===== src/verilog/pec_pkg.sv =====
// constants and types shared by the bit error checker files
// assumes an APB master with 32-bit data and byte addresses
package pec_pkg;
   // register byte offsets
   localparam logic [7:0] PEC_CTRL_OFS   = 8'h00;
   localparam logic [7:0] PEC_MASK_OFS   = 8'h04;
   localparam logic [7:0] PEC_MCMD_OFS   = 8'h08;
   localparam logic [7:0] PEC_FSTART_OFS = 8'h0C;
   localparam logic [7:0] PEC_FLEN_OFS   = 8'h10;
   localparam logic [7:0] PEC_FMASK_OFS  = 8'h14;
   localparam logic [7:0] PEC_DELAY_OFS  = 8'h18;
   localparam logic [7:0] PEC_CSEL_OFS   = 8'h1C;
   localparam logic [7:0] PEC_CVAL_OFS   = 8'h20;
   localparam logic [7:0] PEC_STAT_OFS   = 8'h24;
   // control field positions
   localparam int PEC_CTRL_PAT  = 0;
   localparam int PEC_CTRL_POL  = 2;
   localparam int PEC_CTRL_LEN  = 3;
   localparam int PEC_CTRL_JTOL = 6;
   localparam int PEC_CTRL_FRM  = 7;
   localparam int PEC_CTRL_REO  = 8;
   localparam int PEC_CTRL_RUN  = 9;
   localparam int PEC_CTRL_W    = 10;
   // mask command bits
   localparam int PEC_MCMD_SET = 0;
   localparam int PEC_MCMD_CLR = 1;
   localparam int PEC_MCMD_CNT = 2;
   // values after reset
   localparam logic [9:0]  PEC_CTRL_RST   = 10'h300;
   localparam logic [31:0] PEC_MASK_RST   = 32'h0000_0000;
   localparam logic [15:0] PEC_FSTART_RST = 16'h0000;
   localparam logic [15:0] PEC_FLEN_RST   = 16'h0100;
   localparam logic [31:0] PEC_FMASK_RST  = 32'h0000_0000;
   localparam logic [7:0]  PEC_DELAY_RST  = 8'h80;
   // sync loss: errors within one block of bits
   localparam logic [4:0]  PEC_BLK_LAST   = 5'h1F;
   localparam logic [5:0]  PEC_LOSS_ERRS  = 6'h08;
   localparam int          PEC_LFSR_W     = 31;
   localparam int          PEC_FIFO_DEPTH = 8;

   typedef enum logic [1:0] {
      PEC_PAT_PRBS  = 2'h0,
      PEC_PAT_ZSUB  = 2'h1,
      PEC_PAT_DATA  = 2'h2,
      PEC_PAT_MIXED = 2'h3
   } pec_pat_t;

   typedef enum logic [1:0] {
      PEC_ST_HUNT = 2'b01,
      PEC_ST_SYNC = 2'b10
   } pec_st_t;
endpackage : pec_pkg


===== src/verilog/pec_fifo.sv =====
// small synchronous fifo with valid/ready on both ports
// assumes one clock; in_ready comes from a flop
`timescale 1ns/100ps
module pec_fifo
   import pec_pkg::*;
#(
   parameter int W     = 1,
   parameter int DEPTH = PEC_FIFO_DEPTH
) (
   input  wire logic         clk,
   input  wire logic         rst,
   input  wire logic         in_valid,
   output logic              in_ready,
   input  wire logic [W-1:0] in_data,
   output logic              out_valid,
   input  wire logic         out_ready,
   output logic [W-1:0]      out_data
);
   localparam int AW = $clog2(DEPTH);

   typedef struct packed {
      logic [DEPTH-1:0][W-1:0] mem;
      logic [AW-1:0]           wp;
      logic [AW-1:0]           rp;
      logic [AW:0]             cnt;
      logic                    not_full;
   } pec_fifo_state_t;

   pec_fifo_state_t s, next_s;
   logic push, pop;

   assign in_ready  = s.not_full;
   assign out_valid = (s.cnt != '0);
   assign out_data  = s.mem[s.rp];

   always_comb begin
      next_s = s;
      push = in_valid & s.not_full;
      pop  = out_valid & out_ready;
      if (push) begin
         next_s.mem[s.wp] = in_data;
         next_s.wp = AW'(s.wp + 1'b1);
      end
      if (pop) begin
         next_s.rp = AW'(s.rp + 1'b1);
      end
      case ({push, pop})
         2'b10:   next_s.cnt = (AW+1)'(s.cnt + 1'b1);
         2'b01:   next_s.cnt = (AW+1)'(s.cnt - 1'b1);
         default: next_s.cnt = s.cnt;
      endcase
      next_s.not_full = (next_s.cnt != (AW+1)'(DEPTH));
   end

   always_ff @(posedge clk or posedge rst) begin
      if (rst) begin
         s <= '0;
         s.not_full <= 1'b1;
      end else begin
         s <= next_s;
      end
   end
endmodule : pec_fifo


===== config.mk =====
export PLATFORM = sky130hd
export DESIGN_NAME = pec_fifo
export DESIGN_NICKNAME = d
export VERILOG_FILES = /design/src/verilog/pec_pkg.sv /design/src/verilog/pec_fifo.sv
export SDC_FILE = /design/constraint.sdc
export NUM_CORES = 1
export LEC_CHECK = 0
export ABC_AREA = 1
export BUFFER_PORTS_ARGS = -buffer_cell sky130_fd_sc_hd__buf_2
export CORE_ASPECT_RATIO = 1.4
export CORE_UTILIZATION = 35
export CTS_CLUSTER_DIAMETER = 100
export DETAILED_ROUTE_END_ITERATION = 10
export HOLD_SLACK_MARGIN = 0.05
export SLEW_MARGIN = 20
export SYNTH_ARGS = -nofsm -noshare
export SYNTH_HDL_FRONTEND = slang
export SYNTH_SLANG_ARGS = --single-unit

===== constraint.sdc =====
create_clock -name clk -period 1.7 [get_ports clk]
set_input_delay 0.34 -clock clk [delete_from_list [all_inputs] [get_ports clk]]
set_output_delay 0.34 -clock clk [all_outputs]
set_load 0.01 [all_outputs]

==> qor.csv <==
stage,metric,value,unit
worst_setup_path,"Buf+Inv Stages, Crit Path",2,
floorplanning,Core ar.,2878,µm²
synthesis,mapped cell area,1069,µm²
clock_tree,clk slew on worst S/H paths,0.08,ns
placement,port bufs,7,
worst_setup_path,Top delay family on crit path,simple AND/OR/NAND/NOR gates,
timing,Max Clock Freq,0.5566,GHz
timing,Slew HR,83.77,%
worst_setup_path,Reg2Reg Setup Slack,-0.1,ns
clock_tree,Clock Sink Count,19,
cells_and_area,P&R area growth vs syn,30.68,%
worst_setup_path,CP Cell Sequence,nor2_2 > nand3_2 > nand2_2 > inv_2 > ha_4 > buf_4 > ha_4 > nor2_2 > nand2_2 > nand2_2 > nand2_1 > nand3_1 > o21ai_1,
clock_tree,Clock H-tree levels,1,
placement,Setup WS pre-CTS,-0.09592,ns
power_and_ir_drop,worst vdd ir,0.9402,mV
floorplanning,die area,3281,µm²
power_and_ir_drop,PwrDens,1983,nW/µm²
timing,# setup viols final,2,
worst_setup_path,cell mode on critical path,nand2_2,
worst_setup_path,Worst Setup SP,s[3],
cells_and_area,most frequent cells in the layout,"nand2_1, buf_4, dfrtp_1",
timing,"Slew Viols, Final",0,
timing,period utilization,105.7,%
drt,Post-route DRC,0,
floorplanning,IO Pins,8,
floorplanning,die width,48.70,µm
drt,WL per Instance,11.02,µm
cells_and_area,layout cell share with drive strength beyond 1,33.96,%
cells_and_area,Ant. Diodes,0,
worst_setup_path,Crit. End Element,flop,
floorplanning,Starting Density,37.13,%
run_status,status,"complete, but fails checks",
synthesis,post-synthesis mux area share,0,%
placement,HPWL Detailed,1.605,mm
worst_setup_path,slowest CP cell,dfrtp_1,
worst_setup_path,Worst R2R Path Depth,13,
synthesis,sequential share of the synthesized area,44.61,%
worst_setup_path,Setup crit start kind,flop,
clock_tree,clk buf depth,2,
timing,Tmin final,1.797,ns
synthesis,syn nets,140,
drt,1st-pass router iterations,4,
drt,Total Wirelength,2.159,mm
synthesis,synthesized area per cell,8.283,µm²
floorplanning,die height,67.38,µm
grt,GRT overflow,0,
synthesis,simple-gate area share of the yosys netlist,24.36,%
drt,via/cell ratio,4.714,
clock_tree,worst-skew pair later-pin latency,0.27,ns
synthesis,Synthesis Warnings,0,
grt,largest net degree at the start of global routing,20,
grt,initial antenna violation count,0,
drt,First DRT Iteration DRCs,16,
power_and_ir_drop,Static Leak,0.6952,nW
cells_and_area,nets@finish,171,
worst_setup_path,R2R Path End,s[4],
synthesis,Yosys reg bits,19,
worst_setup_path,crit path DAT,1.94,ns
drt,DR vias,924,
grt,aggregate global-route resource usage,16.46,%
clock_tree,Clock Tree Root,clkbuf_8,
synthesis,Mapped Cells,129,
timing,skew final,0.008604,ns
power_and_ir_drop,Final Total Pwr,2.769,mW
timing,Final WS setup,-0.09659,ns
drt,Antenna Nets Post-Route,0,
timing,slew of the pin with the lowest slew margin,0.2435,ns
cells_and_area,"commonest non-fill, non-tap cell in the layout",nand2_1,
worst_setup_path,Setup CP Type,flop to flop,
floorplanning,# rows,23,
run_status,failing checks,negative setup slack,
clock_tree,Num CTS Buffers,3,
synthesis,Post-Synth Adder-Cell Area,7.728,%
placement,GP Congestion,0.8190,
grt,number of global-route vias before repair,969,
worst_setup_path,reg2reg start,s[3],
timing,RSZ-0062 raised after global routing,true,
worst_setup_path,Worst Path Max Fanout,4,
clock_tree,TritonCTS clock tree,built,
synthesis,post-synthesis cell type count,21,
synthesis,Compound-Gate Fraction of Synth Area,13.00,%
timing,final-report hold violation count,0,
flow_run,max-cap check violation count,0,
synthesis,Post-Synth XOR/XNOR Area,3.279,%
worst_setup_path,CP Data Required Time,1.85,ns
synthesis,largest family of logic cells by synthesized area,simple AND/OR/NAND/NOR gates,
worst_setup_path,max incr delay on CP,0.40,ns
grt,first-pass GRT wire length,4.146,mm
hold_path,hold crit path type,input port to async pin,
-- state kept, by name, indices dropped and copies added (netlist names) --
| register | flops |
|---|---|
| in_ready | 1 |
| s | 18 |
-- cell usage after synthesis --
| cell type | instances | area (µm²) |
|---|---|---|
| a31oi_1 | 8 | 50.05 |
| xor2_1 | 4 | 35.03 |
| a21oi_1 | 8 | 40.04 |
| nor2_8 | 1 | 20.02 |
| o21ai_2 | 1 | 8.760 |
| nand2_4 | 1 | 11.26 |
| nand2_1 | 30 | 112.6 |
| nand3_1 | 7 | 35.03 |
| nor2_4 | 1 | 11.26 |
| fa_1 | 1 | 20.02 |
| nor2_2 | 2 | 12.51 |
| nand3_2 | 1 | 10.01 |
| nor2_1 | 11 | 41.29 |
| ha_1 | 5 | 62.56 |
| inv_1 | 17 | 63.81 |
| or2_1 | 1 | 6.260 |
| dfstp_2 | 1 | 26.28 |
| o21ai_0 | 7 | 35.03 |
| inv_2 | 3 | 11.26 |
| dfrtp_1 | 18 | 450.4 |
| o21ai_1 | 1 | 5.000 |
-- worst register-to-register path: cells and delay by family, from the launching register on --
family,cells,cell delay [ns]
and+or+nand+nor,8,0.72
DFF,1,0.40
adders and majority gates,2,0.32
buffers and inverters,2,0.19
AOI/OAI and AO/OA,1,0.06
-- worst max path at each step --
stage / to / slack, ns / cells after the start
global route: in_ready / -0.24 / 13
finish: s[4] / -0.1 / 13
global placement: in_ready / -0.05 / 12
detailed placement: in_ready / -0.1 / 12
floorplan: in_ready / -0.1 / 12
CTS: in_ready / -0.1 / 12
-- power breakdown --
part | internal, mW | switching [mW]
registers | 0.696 | 0.195
clock network | 0.166 | 0.165
logic | 0.713 | 0.835
total | 1.57 | 1.19
-- per-stage QoR --
stage	hold WS [ns]	std cells	utilization (%)	area, µm²	setup TNS (ns)
final	0.07586	196	48.52	1396	-0.1858
after global routing	0.1097	196	48.52	1396	-0.6614
after CTS	0.08266	192	46.78	1346	-0.1185
after global placement	0.3699	186	44.30	1275	-0.04989
after floorplan	0.2904	129	-	1096	-0.1888
after detailed placement	0.3762	186	44.30	1275	-0.1592
-- routing by layer --
metal,share of wire (%),global-route usage (%)
met5,0,0
met3,2.1,2.027
met1,42,19.66
met2,54,28.99
met4,2.4,8.824
-- final cells by class --
type	count	area, µm²
clock buffer	3	41.29
clock inverter	1	7.507
fill	288	1481
inverter	20	75.07
multi-input combinational	90	571.8
sequential	19	476.7
tap	37	46.29
timing repair buffer	26	177.7
-- cells by family after synthesis --
group / Yosys count
AND/OR/NAND/NOR: 55
flip-flops: 19
AO/OA/AOI/OAI: 25
buffers and inverters: 20
XOR/XNOR: 4
adder cells (fa/ha/maj): 6
-- timing repair --
item | 4_1_cts | 5_1_grt
gates resized for setup | 3 | 4
pin swaps | 3 | 6
buffers inserted | 2 | 4
endpoints found under the hold margin | 0 | 0
hold buffers | 0 | 0
endpoints found under the setup margin | 2 | 5
(Power assumes the default switching activity.)
